**src/common/sensor_reference_clock_out_cfg.svh**
```systemverilog
// Register offsets, reset values and timing for the config bank
`ifndef SENSOR_REFERENCE_CLOCK_OUT_BANK_CFG_SVH
`define SENSOR_REFERENCE_CLOCK_OUT_BANK_CFG_SVH
`define OFS_CLK_PREDIV_M 8'h06
`define OFS_CLK_N 8'h07
`define OFS_CHAN_WDOG 8'h08
`define OFS_I2C_LOCAL 8'h09
`define RST_CLK_PREDIV_M 8'h41
`define RST_CLK_N 8'h28
`define RST_CHAN_WDOG 8'hfe
`define RST_I2C_LOCAL 8'h1e
`define WDOG_STEP_NS 2000000
`define HOLD_STEP_NS 50
`define FILT_STEP_NS 5
`define CLK_PERIOD_NS 10
`endif

```
**src/common/sensor_reference_clock_out_pkg.sv**
```systemverilog
// Types shared by the config bank
package sensor_reference_clock_out_pkg;
  typedef enum logic [1:0] {
    WD_IDLE = 2'b01,
    WD_RUN = 2'b10
  } wdog_state_t;
endpackage

```
**src/hdl/sensor_reference_clock_out_bank.sv**
```systemverilog
// Clock output, channel watchdog, write protect and I2C input conditioning bank
// Overview of operation
// - Predivider codes 0-4 divide by 1..16
// - Output clock is predivided clock times M/(2N)
// - M of zero holds output static
// - Watchdog timeout field counts 2 ms steps
// - Abort transactions exceeding the watchdog timeout
// - Disable bit 1 stops watchdog, reset 0
// - Write protect rejects remote register writes
// - Remote accesses to local targets still pass
// - SDA input held per 50 ns steps
// - Glitches filtered per 5 ns steps
`include "sensor_reference_clock_out_cfg.svh"
module sensor_reference_clock_out_bank #(
  parameter int WDOG_STEP_CYC = `WDOG_STEP_NS / `CLK_PERIOD_NS
) (
  input wire logic i_core_clk,
  input wire logic i_rst,
  input wire logic i_hs_clk_tick,
  input wire logic i_wr,
  input wire logic i_rd,
  input wire logic i_remote,
  input wire logic [7:0] i_addr,
  input wire logic [7:0] i_wdata,
  output logic [7:0] o_rdata,
  output logic o_wr_rejected,
  input wire logic i_chan_begin,
  input wire logic i_chan_done,
  output logic o_chan_abort,
  input wire logic i_remote_pass_req,
  output logic o_remote_pass_req,
  input wire logic i_scl,
  input wire logic i_sda,
  output logic o_scl,
  output logic o_sda,
  output logic o_sensor_reference_clock_out
);
  localparam int HOLD_STEP_CYC = (`HOLD_STEP_NS + `CLK_PERIOD_NS - 1) / `CLK_PERIOD_NS;
  localparam int FILT_STEP_NS = `FILT_STEP_NS;
  localparam int PERIOD_NS = `CLK_PERIOD_NS;

  logic [7:0] prediv_m_r;
  logic [7:0] n_val_r;
  logic [7:0] wdog_r;
  logic [7:0] i2c_local_r;
  logic [7:0] rdata_r;
  logic rej_r;
  logic wr_ok;

  // Register select and readback value
  function automatic logic [7:0] reg_read(input logic [7:0] a, input logic [7:0] p,
      input logic [7:0] n, input logic [7:0] w, input logic [7:0] c);
    case (a)
      `OFS_CLK_PREDIV_M: reg_read = p;
      `OFS_CLK_N: reg_read = n;
      `OFS_CHAN_WDOG: reg_read = w;
      `OFS_I2C_LOCAL: reg_read = c;
      default: reg_read = 8'h00;
    endcase
  endfunction

  // Remote writes blocked while protect bit set
  assign wr_ok = i_wr && !(i_remote && i2c_local_r[7]);

  // Register writes
  always_ff @(posedge i_core_clk) begin
    if (i_rst) begin
      prediv_m_r <= `RST_CLK_PREDIV_M;
      n_val_r <= `RST_CLK_N;
      wdog_r <= `RST_CHAN_WDOG;
      i2c_local_r <= `RST_I2C_LOCAL;
    end else if (wr_ok) begin
      case (i_addr)
        `OFS_CLK_PREDIV_M: prediv_m_r <= i_wdata;
        `OFS_CLK_N: n_val_r <= i_wdata;
        `OFS_CHAN_WDOG: wdog_r <= i_wdata;
        `OFS_I2C_LOCAL: i2c_local_r <= i_wdata;
        default: ;
      endcase
    end
  end

  // Read data and reject flag
  always_ff @(posedge i_core_clk) begin
    if (i_rst) begin
      rdata_r <= 8'h00;
      rej_r <= 1'b0;
    end else begin
      if (i_rd) begin
        rdata_r <= reg_read(i_addr, prediv_m_r, n_val_r, wdog_r, i2c_local_r);
      end
      rej_r <= i_wr && !wr_ok;
    end
  end
  assign o_rdata = rdata_r;
  assign o_wr_rejected = rej_r;

  // Pass-through to local targets unaffected by protection
  assign o_remote_pass_req = i_remote_pass_req;

  // Fast clock predivider: tick every 2^code fast ticks
  logic [15:0] pre_cnt_r;
  logic pre_tick;
  logic [2:0] div_code;
  logic [15:0] pre_mask;
  assign div_code = (prediv_m_r[7:5] > 3'h4) ? 3'h4 : prediv_m_r[7:5];
  // Low bits of the tick count that must be zero for a predivided tick
  assign pre_mask = (16'h0001 << div_code) - 16'h0001;
  assign pre_tick = i_hs_clk_tick && ((pre_cnt_r & pre_mask) == 16'h0000);
  always_ff @(posedge i_core_clk) begin
    if (i_rst) begin
      pre_cnt_r <= 16'h0000;
    end else if (i_hs_clk_tick) begin
      pre_cnt_r <= pre_cnt_r + 16'h0001;
    end
  end

  // M/N accumulator toggles output, toggle rate = pre rate * M / N
  logic [8:0] acc_r;
  logic out_r;
  logic [8:0] acc_sum;
  assign acc_sum = acc_r + {4'h0, prediv_m_r[4:0]};
  always_ff @(posedge i_core_clk) begin
    if (i_rst) begin
      acc_r <= 9'h000;
      out_r <= 1'b0;
    end else if (prediv_m_r[4:0] == 5'h00) begin
      acc_r <= 9'h000;
    end else if (pre_tick) begin
      if (acc_sum >= {1'b0, n_val_r}) begin
        acc_r <= acc_sum - {1'b0, n_val_r};
        out_r <= ~out_r;
      end else begin
        acc_r <= acc_sum;
      end
    end
  end
  assign o_sensor_reference_clock_out = out_r;

  // Channel watchdog
  sensor_reference_clock_out_pkg::wdog_state_t wd_state_r;
  logic [31:0] step_cnt_r;
  logic [6:0] wd_steps_r;
  logic abort_r;
  always_ff @(posedge i_core_clk) begin
    if (i_rst) begin
      wd_state_r <= sensor_reference_clock_out_pkg::WD_IDLE;
      step_cnt_r <= 32'h0;
      wd_steps_r <= 7'h00;
      abort_r <= 1'b0;
    end else begin
      abort_r <= 1'b0;
      case (wd_state_r)
        sensor_reference_clock_out_pkg::WD_IDLE: begin
          step_cnt_r <= 32'h0;
          wd_steps_r <= 7'h00;
          if (i_chan_begin && !wdog_r[0]) begin
            wd_state_r <= sensor_reference_clock_out_pkg::WD_RUN;
          end
        end
        sensor_reference_clock_out_pkg::WD_RUN: begin
          if (i_chan_done || wdog_r[0]) begin
            wd_state_r <= sensor_reference_clock_out_pkg::WD_IDLE;
          end else if (step_cnt_r == 32'(WDOG_STEP_CYC - 1)) begin
            step_cnt_r <= 32'h0;
            if (wd_steps_r + 7'h01 >= wdog_r[7:1]) begin
              abort_r <= 1'b1;
              wd_state_r <= sensor_reference_clock_out_pkg::WD_IDLE;
            end else begin
              wd_steps_r <= wd_steps_r + 7'h01;
            end
          end else begin
            step_cnt_r <= step_cnt_r + 32'h1;
          end
        end
        default: wd_state_r <= sensor_reference_clock_out_pkg::WD_IDLE;
      endcase
    end
  end
  assign o_chan_abort = abort_r;

  // I2C input synchronisers
  logic [1:0] scl_s_r;
  logic [1:0] sda_s_r;
  always_ff @(posedge i_core_clk) begin
    if (i_rst) begin
      scl_s_r <= 2'b11;
      sda_s_r <= 2'b11;
    end else begin
      scl_s_r <= {scl_s_r[0], i_scl};
      sda_s_r <= {sda_s_r[0], i_sda};
    end
  end

  // Glitch limit in cycles, rounded down, at least one
  function automatic logic [7:0] filt_cyc(input logic [3:0] d);
    int c;
    c = (int'(d) * FILT_STEP_NS) / PERIOD_NS;
    filt_cyc = (c < 1) ? 8'h01 : 8'(c);
  endfunction

  // Glitch filters: change accepted after level stable longer than limit
  logic [7:0] scl_cnt_r;
  logic [7:0] sda_cnt_r;
  logic scl_f_r;
  logic sda_f_r;
  always_ff @(posedge i_core_clk) begin
    if (i_rst) begin
      scl_cnt_r <= 8'h00;
      sda_cnt_r <= 8'h00;
      scl_f_r <= 1'b1;
      sda_f_r <= 1'b1;
    end else begin
      if (scl_s_r[1] == scl_f_r) begin
        scl_cnt_r <= 8'h00;
      end else if (scl_cnt_r >= filt_cyc(i2c_local_r[3:0])) begin
        scl_f_r <= scl_s_r[1];
        scl_cnt_r <= 8'h00;
      end else begin
        scl_cnt_r <= scl_cnt_r + 8'h01;
      end
      if (sda_s_r[1] == sda_f_r) begin
        sda_cnt_r <= 8'h00;
      end else if (sda_cnt_r >= filt_cyc(i2c_local_r[3:0])) begin
        sda_f_r <= sda_s_r[1];
        sda_cnt_r <= 8'h00;
      end else begin
        sda_cnt_r <= sda_cnt_r + 8'h01;
      end
    end
  end

  // SDA hold: after SCL falls, SDA change delayed by hold steps
  logic [7:0] hold_cnt_r;
  logic scl_d_r;
  logic sda_out_r;
  always_ff @(posedge i_core_clk) begin
    if (i_rst) begin
      hold_cnt_r <= 8'h00;
      scl_d_r <= 1'b1;
      sda_out_r <= 1'b1;
    end else begin
      scl_d_r <= scl_f_r;
      if (scl_d_r && !scl_f_r) begin
        hold_cnt_r <= 8'(int'(i2c_local_r[6:4]) * HOLD_STEP_CYC);
      end else if (hold_cnt_r != 8'h00) begin
        hold_cnt_r <= hold_cnt_r - 8'h01;
      end else begin
        sda_out_r <= sda_f_r;
      end
    end
  end
  assign o_scl = scl_d_r;
  assign o_sda = sda_out_r;
endmodule

```
**config.mk**
```make
export PLATFORM = sky130hd
export DESIGN_NAME = sensor_reference_clock_out_bank
export DESIGN_NICKNAME = d
export VERILOG_FILES = /design/src/common/sensor_reference_clock_out_pkg.sv /design/src/hdl/sensor_reference_clock_out_bank.sv
export VERILOG_INCLUDE_DIRS = /design/src /design/src/common
export SDC_FILE = /design/constraint.sdc
export NUM_CORES = 1
export LEC_CHECK = 0
export BUFFER_PORTS_ARGS = -buffer_cell sky130_fd_sc_hd__buf_2
export CAP_MARGIN = 20
export CORE_MARGIN = 3
export CORE_UTILIZATION = 55
export DETAILED_ROUTE_END_ITERATION = 12
export GPL_ROUTABILITY_DRIVEN = 0
export PLACE_DENSITY_LB_ADDON = 0.2
export SLEW_MARGIN = 20
export SYNTH_ARGS = -nofsm -noshare
export SYNTH_HDL_FRONTEND = slang
export SYNTH_SLANG_ARGS = --single-unit
```
**constraint.sdc**
```tcl
create_clock -name i_core_clk -period 11 [get_ports i_core_clk]
set_input_delay 1.1 -clock i_core_clk [delete_from_list [all_inputs] [get_ports i_core_clk]]
set_output_delay 1.1 -clock i_core_clk [all_outputs]
set_load 0.05 [all_outputs]
```
# ---- Word-level counts from Yosys, hierarchy flattened
# Index checks and enable logic that the tools add are counted.
dict set report classes {
  add_sub_neg 9
  multipliers 2
  div_mod_pow 1
  n_lt_le_gt_ge 6
  eq_ne 15
  shift 1
  mux 19
  bitwise 9
  reduce_logical 31
}
# operator count
set ops {}
lappend ops {{$mux W32} 2}
lappend ops {{$pmux W32 S2} 1}
lappend ops {{$add A32 B1 Y32 const B} 1}
lappend ops {{$div A32 B5 Y32 const B} 1}
lappend ops {{$eq A32 B18 Y1 const B} 1}
lappend ops {{$lt A32 B2 Y1 const B} 1}
lappend ops {{$pmux W8 S4} 1}
lappend ops {{$mux W8} 3}
lappend ops {{$mux W7} 3}
lappend ops {{$add A16 B1 Y16 const B} 1}
lappend ops {{$add A8 B1 Y8 const B} 2}
lappend ops {{$and A16 B16 Y16} 1}
lappend ops {{$eq A8 B3 Y1 const B} 2}
lappend ops {{$eq A8 B4 Y1 const B} 2}
lappend ops {{$ge A8 B8 Y1} 2}
lappend ops {{$logic_not A16 Y1} 1}
lappend ops {{$reduce_and A2 Y1} 8}
lappend ops {{$shl A1 B3 Y16 const A} 1}
lappend ops {{$sub A16 B1 Y16 const B} 1}
lappend ops {{$pmux W7 S2} 1}
lappend ops {{$add A9 B5 Y9} 1}
lappend ops {{$ge A9 B8 Y1} 1}
lappend ops {{$mux W9} 1}
lappend ops {{$sub A9 B8 Y9} 1}
lappend ops {{27 further kinds} 53}
dict set report word_totals {
  register_bits 141
  in_bits 27
  elab_cells 115
}

# ---- Longest topological paths before layout
# Gate-level depths: netlist of run 1.
dict set report depth {
  word_depth 8
  ltp_mapped 23
}

# ---- Worst setup path before layout of run 1
# OpenSTA, ideal clock, no wires.
dict set report synth_timing {
  path_kind {reg-to-reg}
  start {register i2c_local_r[1]}
  end {register scl_cnt_r[2]}
  arrival_time_ns 4.862
  t_required_ns 10.935
  setup_slack_ns 6.073
  stages_incl_launch_ff 24
  path_buffers 1
  synth_period_minus_slack_ns 4.927
  cell_sequence {dfxtp_1 > ha_1 > ha_1 > inv_1 > fa_1 > xor2_1 > clkbuf_1 > nand2_1 > ha_1 > nor2b_1 > a31oi_1 > nor4_1 > a211o_1 > o311ai_0 > o21ai_0 > nand4_1 > ha_1 > nand2b_1 > a21oi_1 > nor2b_1 > o21ai_0 > nand3_1 > or3_1 > nor2_1}
}
dict set report synth_via {
  elab_chain_cells 6
}
# element line
set synth_rtl {}
lappend synth_rtl {{start: declaration} sensor_reference_clock_out_bank.sv:45} ;# logic [7:0] i2c_local_r;
lappend synth_rtl {{start signal: assignment} sensor_reference_clock_out_bank.sv:71} ;# i2c_local_r <= `RST_I2C_LOCAL;
lappend synth_rtl {{start signal: assignment} sensor_reference_clock_out_bank.sv:77} ;# `OFS_I2C_LOCAL: i2c_local_r <= i_wdata;
lappend synth_rtl {{$mul A4 B3 Y7 *} sensor_reference_clock_out_bank.sv:198} ;# c = (int'(d) * FILT_STEP_NS) / PERIOD_NS;
lappend synth_rtl {{$div A32 B5 Y32 *} sensor_reference_clock_out_bank.sv:198}
lappend synth_rtl {{$lt A32 B2 Y1} sensor_reference_clock_out_bank.sv:199} ;# filt_cyc = (c < 1) ? 8'h01 : 8'(c);
lappend synth_rtl {{$mux W8 *} sensor_reference_clock_out_bank.sv:199}
lappend synth_rtl {{$ge A8 B8 Y1 *} sensor_reference_clock_out_bank.sv:216} ;# end else if (scl_cnt_r >= filt_cyc(i2c_local_r[3:0])) begin
lappend synth_rtl {{$reduce_or A3 Y1 (no line) *} --}
lappend synth_rtl {{end signal: assignment} sensor_reference_clock_out_bank.sv:220} ;# scl_cnt_r <= scl_cnt_r + 8'h01;
lappend synth_rtl {{end: declaration} sensor_reference_clock_out_bank.sv:203} ;# logic [7:0] scl_cnt_r;
# Every way passes the cells marked *; elsewhere a longest branch is shown, timed or not.
# A chain may end at the register's enable or synchronous reset.

# ---- Worst setup path after layout of run 1
dict set report layout_timing {
  start {register i2c_local_r[3]}
  end {register sda_cnt_r[3]}
}
dict set report layout_via {
  elab_chain_cells 6
}
# element line
set layout_rtl {}
lappend layout_rtl {{$mul A4 B3 Y7 *} sensor_reference_clock_out_bank.sv:198}
lappend layout_rtl {{$div A32 B5 Y32 *} sensor_reference_clock_out_bank.sv:198}
lappend layout_rtl {{$lt A32 B2 Y1} sensor_reference_clock_out_bank.sv:199}
lappend layout_rtl {{$mux W8 *} sensor_reference_clock_out_bank.sv:199}
lappend layout_rtl {{$ge A8 B8 Y1 *} sensor_reference_clock_out_bank.sv:224} ;# end else if (sda_cnt_r >= filt_cyc(i2c_local_r[3:0])) begin
lappend layout_rtl {{$reduce_or A3 Y1 (no line) *} --}
lappend layout_rtl {{end signal: assignment} sensor_reference_clock_out_bank.sv:228} ;# sda_cnt_r <= sda_cnt_r + 8'h01;
lappend layout_rtl {{end: declaration} sensor_reference_clock_out_bank.sv:204} ;# logic [7:0] sda_cnt_r;
# Marked as above.

==> flow_summary.ini, run 1 <==
[detailed_routing]
detail_route.wirelength_mm = 17.0
wl_per_cell_um = 15.0
vias = 6455
drt-vias-per-instance = 5.69
first_pass_iters = 5
drc = 0
drt_iter0_drc = 469
ant_nets = 0

[clocking]
clock_latency_ns = 0.42
cts-resized-gates = 0
path_clk_slew_ns = 0.06
hold_buffers = 0
clk_path_buf_depth = 2
cts.sinks = 141
htreeDepth = 4
cts_made_buffers = 17
clock-root-buffer = clkbuf_16
post-cts-setup-buffers = 0
cts_tree = yes

[final_layout]
area_delta_synth_final_pct = 12.5
fin_nets = 1019
fin_util_pct = 63.7
drive_gt1_share_pct = 9.38
final_common_cell = dfxtp_1
diodes = 0
final_cell_mix = dfxtp_1 (141), nor2_1 (109), nand2_1 (100)

[synthesis]
synthFlopType = dfxtp_1
ys_seq_area_share_pct = 37.4
synth_cell_type_count = 66
netlist_area_mm2 = 0.00756
avgSynthCellArea_um2 = 8.27
synth-seq-cells = 141
synth-edff-count = 0
synth_async_sr_flop_share_pct = 0
synthesis.yosys.warnings = 0
synth_cells = 914

[global_route]
grt_start_max_net_pins = 68
grt-ovfl-total = 0
grt_util_all_layers_pct = 23.2
antenna_found_initial = 0
grt_pass1_wl_mm = 28.1
grt_pass1_vias = 5839

[status]
outcome = complete, no violations

[worst_hold_path]
hold_depth = 1
hold_class = reg2reg

[floorplanning]
dieArea_mm2 = 0.0152
rows = 42
start_util_pct = 56.6
coreArea_mm2 = 0.0133
die_w_um = 123
die_h_um = 123
ios = 41

[critical_path]
worst_ep_arrival_time_ns = 6.36
crit_fanout = 15
crit_type = reg2reg
worstPathRequired_ns = 11.36
r2r.worst_path.cells = 22
start_kind = flop
crit_path_end_kind = flop

[sta]
rsz0062_at_grt = no
fin_crit_sh_pct = 54.6
layout_setup_ws_ns = 5.00
tns_ns = 0
min_period_ns = 6.00
max-slew-margin-rel_pct = 28.3
fin_skew_ns = 0.00641
hold_violations = 0
worst_slew_pin_slew_ns = 1.07
fmax_mhz = 167
slew_viol_final = 0
setup_viol = 0

[power]
p_leak_nw = 3.45
power_w = 0.00133
powerDensity_mw_per_mm2 = 157
vdd_drop_max_mv = 0.109

[placed_design]
dp_hpwl_mm = 12.1
port_buffers = 38
dp_slack_ns = 5.19

[flow_run]
maxCapViolCount = 0
metrics by stage:
stage / hold WS (ns) / instances / instance area, um^2
final: 0.409 / 1135 / 8500
after global routing: 0.423 / 1135 / 8500
after CTS: 0.410 / 1135 / 8500
after detailed placement: 0.396 / 1103 / 7870
after global placement: 0.392 / 1103 / 7870
after floorplan: 0.389 / 920 / 7580
cell type report:
class	count	area, um^2
Clock buffer	21	460
Clock inverter	11	165
Fill cell	1161	4850
Inverter	40	150
Multi-Input combinational cell	705	4470
Sequential cell	141	2820
Tap cell	176	220
Timing Repair Buffer	41	213
cells in the mapped netlist (4+ instances only):
master | count | area (um^2)
and3_1 | 24 | 150
nor2b_1 | 7 | 43.8
nor4_1 | 10 | 62.6
a22oi_1 | 10 | 75.1
xnor2_1 | 33 | 289
o2111ai_1 | 4 | 35.0
nor3_1 | 14 | 70.1
o211ai_1 | 12 | 90.1
or3_1 | 8 | 50.1
nor2_1 | 109 | 409
mux2i_1 | 21 | 210
ha_1 | 43 | 538
nand2b_1 | 10 | 62.6
clkbuf_1 | 27 | 101
o41ai_1 | 4 | 35.0
o21ai_0 | 37 | 185
or2_2 | 7 | 43.8
and2_1 | 7 | 43.8
dfxtp_1 | 141 | 2820
a21oi_1 | 59 | 295
xor2_1 | 41 | 359
nand3_1 | 36 | 180
buf_2 | 6 | 30.0
nor3b_1 | 7 | 52.6
nand2_1 | 100 | 375
o21a_1 | 5 | 37.5
a21o_1 | 8 | 60.1
a211oi_1 | 8 | 60.1
nand4_1 | 17 | 106
inv_1 | 39 | 146
cells by family after synthesis:
logic type	share of synthesized area, %
xor+xnor	8.58
fa+ha+maj	8.05
mux	3.08
buf+inv	3.82
flops	37.4
other cells	0.0994
simple gates	24.0
compound gates	15.0
routing by layer:
| metal | routed length, um | vias up | global-route usage [%] |
|---|---|---|---|
| li1 | - | 3272 | - |
| met1 | 8100 | 2965 | 32.6 |
| met2 | 7640 | 193 | 35.5 |
| met3 | 980 | 25 | 4.07 |
| met4 | 313 | 0 | 8.72 |
| met5 | 0 | - | 0 |
sequential cells by signal, summed over array words and instances, names as in the netlist, 2 cells and up:
signal	count
step_cnt_r	32
pre_cnt_r	16
acc_r	9
hold_cnt_r	8
i2c_local_r	8
n_val_r	8
o_rdata	8
prediv_m_r	8
scl_cnt_r	8
sda_cnt_r	8
wdog_r	8
wd_steps_r	7
scl_s_r	2
sda_s_r	2
wd_state_r	2
power breakdown:
part	leakage [nW]	internal [W]	switching, W
registers	1.14	0.000532	0.0000173
clock network	0.295	0.000390	0.000215
logic	2.01	0.0000722	0.000105
total	3.45	0.000995	0.000337
worst max-delay path, cell delays in order, from the launching register on:
cell and delay [ns]:
dfxtp_1 0.43, ha_1 0.35, ha_1 0.16, inv_1 0.05, fa_1 0.45, xor2_1 0.82
nand2_1 0.18, ha_1 0.40, nor2b_1 0.35, a31oi_1 0.14, nor4_1 0.30, a211o_1 0.17
o311ai_0 0.22, o21ai_0 0.25, nand4_1 0.17, ha_1 0.30, nand2b_1 0.14, a21oi_1 0.14
nor2b_1 0.05, o21ai_0 0.17, nand3_1 0.13, or3_1 0.44, nor2_1 0.12
path summary, 6_finish.rpt:
path	slack, ns	from	end
hold reg to reg	0.41	scl_s_r[0]	scl_s_r[1]
hold / removal	0.41	scl_s_r[0]	scl_s_r[1]
setup / recovery	5.00	i2c_local_r[3]	sda_cnt_r[3]
setup reg to reg	5.00	i2c_local_r[3]	sda_cnt_r[3]
Power figures use the tool's default switching activity.
==> inputs of run 2 (changes only) <==
ABC_AREA = 1   (was default)
clock period = 5.5 ns   (was 11 ns; I/O delays follow)
==> run 2 against run 1 <==
Net effect: die area rose by 2.8%; register-to-register slack worse by 4.1 ns; largest cell class unchanged; power rose by 100%; flip-flop and latch count did not move; first-iteration DRC count is 12% higher; routed wire length is 1.3% lower; clock skew increased by 0.0023 ns; combinational power is 120% higher.
==> flow_summary.ini, run 2 <==
[status]
outcome = complete, no violations

[final_layout]
multiInputGateArea_mm2 = 0.00429
area_delta_synth_final_pct = 12.3
final_common_cell = nand2_1
largest_reg_flops = 32
fin_nets = 1180
instances_no_fill = 1295
diodes = 0
fillers = 1224
regMostFlops = step_cnt_r
drive_gt1_share_pct = 11.6
regArea_mm2 = 0.00282
top_regs = step_cnt_r x32, pre_cnt_r x16, acc_r x9
final_cell_mix = nand2_1 (180), inv_1 (149), dfxtp_1 (141)

[floorplanning]
die_h_um = 125
start_util_pct = 57.4
ios = 41
dieArea_mm2 = 0.0156
coreArea_mm2 = 0.0136
rows = 42
die_w_um = 125

[sta]
min_period_ns = 4.57
fin_skew_ns = 0.00869
slew_viol_final = 0
whs_ns = 0.310
fmax_mhz = 219
rsz0062_at_grt = no
max-slew-margin-rel_pct = 30.9
fin_crit_sh_pct = 83.1
tns_ns = 0
hold_violations = 0
worst_slew_pin_slew_ns = 1.03
setup_viol = 0

[flow_run]
maxCapViolCount = 0

[synthesis]
synth-edff-count = 0
avgSynthCellArea_um2 = 7.33
yosysMostFrequentCell = nand2_1
synth_async_sr_flop_share_pct = 0
synth_cell_type_count = 54
netlist_area_mm2 = 0.00778
synthFlopType = dfxtp_1
synth_cells = 1061
synthesis.yosys.warnings = 0
synth_common_cells = nand2_1 (180), inv_1 (149), dfxtp_1 (141)
synth-seq-cells = 141
synth_area_leaders = dfxtp_1 (36%), nand2_1 (8.7%), inv_1 (7.2%)
yosysTopAreaCell = dfxtp_1
synth_top_area_share_pct = 36.3
ys_seq_area_share_pct = 36.3

[clocking]
htreeDepth = 4
cts-resized-gates = 0
clock_latency_ns = 0.42
cts_tree = yes
cts.sinks = 141
clock-root-buffer = clkbuf_16
clk_path_buf_depth = 2
post-cts-setup-buffers = 0
cts_made_buffers = 17
hold_buffers = 0
path_clk_slew_ns = 0.06

[global_route]
grt.met3_usage_pct = 4.39
use_met1_pct = 27.8
met2_usage_pct = 37.2
grt-ovfl-total = 0
grt_pass1_wl_mm = 28.5
grt_start_max_net_pins = 37
grt_util_all_layers_pct = 21.7
grt_pass1_vias = 6321
antenna_found_initial = 0
busiest_layer = met2

[power]
vdd_drop_max_mv = 0.225
comb_power_share_pct = 14.4
p_clk_share_pct = 44.2
internal-power_w = 0.00193
pwr-share-seq_pct = 41.4
sw_frac_of_total_pct = 27.5
p_sw_w = 0.000732
powerDensity_mw_per_mm2 = 305
p_leak_nw = 3.70

[detailed_routing]
drt_iter0_drc = 526
drt-vias-per-instance = 5.37
detail_route.wirelength_mm = 16.8
drc = 0
wl_per_cell_um = 13.0
vias = 6956
ant_nets = 0
first_pass_iters = 5

[critical_path]
worstPathRequired_ns = 5.85
crit_type = reg2reg
cp_slowest_stage_delay_ns = 0.63
r2r_slack_ns = 0.93
cp-startpoint = i2c_local_r[3]
start_kind = flop
crit_fanout = 7
worst_ep_arrival_time_ns = 4.92
crit_slowest_cell = fa_1
r2r-start = i2c_local_r[3]
crit_path_end_kind = flop

[worst_hold_path]
hold_class = in2reg
min_from = i_scl

[placed_design]
port_buffers = 38
dp_hpwl_mm = 12.4
place_inst = 1264
-- run 2: critical path, delay by kind of cell, from the launching register on --
kind | cells | cell delay (ns)
AND/OR/NAND/NOR | 13 | 1.29
flip-flops | 1 | 0.38
buffers and inverters | 2 | 0.14
adder cells (fa/ha/maj) | 5 | 1.72
AO/OA/AOI/OAI | 5 | 0.94
-- run 2: cell families (layout without fill, tap and decap cells) --
| kind of cell | count (synthesis) | count (layout) | share of synthesized area, % |
|---|---|---|---|
| and+or+nand+nor | 461 | 461 | 28.4 |
| AOI/OAI and AO/OA | 203 | 203 | 15.1 |
| buffers and inverters | 178 | 230 | 8.86 |
| DFF | 141 | 141 | 36.3 |
| adders and majority gates | 46 | 46 | 7.69 |
| xor gates and xnor gates | 30 | 30 | 3.62 |
| other | 2 | 8 | 0.0965 |
-- run 2: path summary, 6_finish.rpt --
kind	endpoint	depth (start not counted)
hold reg to reg	scl_s_r[1]	1
hold / removal	scl_s_r[0]	2
setup reg to reg	sda_cnt_r[3]	25
setup / recovery	sda_cnt_r[3]	25
-- run 2: cell type report --
type | instances | area share [%]
clock inverter | 12 | 1.83
sequential | 141 | 32.3
clock buffer | 19 | 5.07
inverter | 159 | 6.84
timing repair buffer | 40 | 2.35
multi-input combinational | 748 | 49.1
tap | 176 | 2.52
-- run 2: power by group through the flow --
stage / Combinational [W] / Clock, W / Sequential, W
floorplan: 0.000297 / 0 / 0.00113
global placement: 0.000372 / 0 / 0.00112
detailed placement: 0.000382 / 0 / 0.00112
CTS: 0.000386 / 0.00119 / 0.00110
global route: 0.000444 / 0.00123 / 0.00111
finish: 0.000385 / 0.00118 / 0.00110
-- run 2: per-stage QoR --
| stage | instance area, um^2 | setup WS, ns | power, W | util (%) |
|---|---|---|---|---|
| 3_5_place_dp | 8140 | 0.991 | 0.00151 | 60.0 |
| 4_1_cts | 8740 | 0.906 | 0.00268 | 64.5 |
| 5_1_grt | 8740 | 0.440 | 0.00278 | 64.5 |
| 2_1_floorplan | 7800 | 1.38 | 0.00143 | - |
| 3_3_place_gp | 8140 | 1.13 | 0.00150 | 60.0 |
| 6_report | 8740 | 0.931 | 0.00267 | 64.5 |
-- run 2: per-layer routing --
metal / part of all wire, % / vias to the layer above
met5: 0 / -
met4: 1.2 / 0
met3: 3.5 / 19
met2: 49 / 106
met1: 47 / 3201
li1: - / 3630
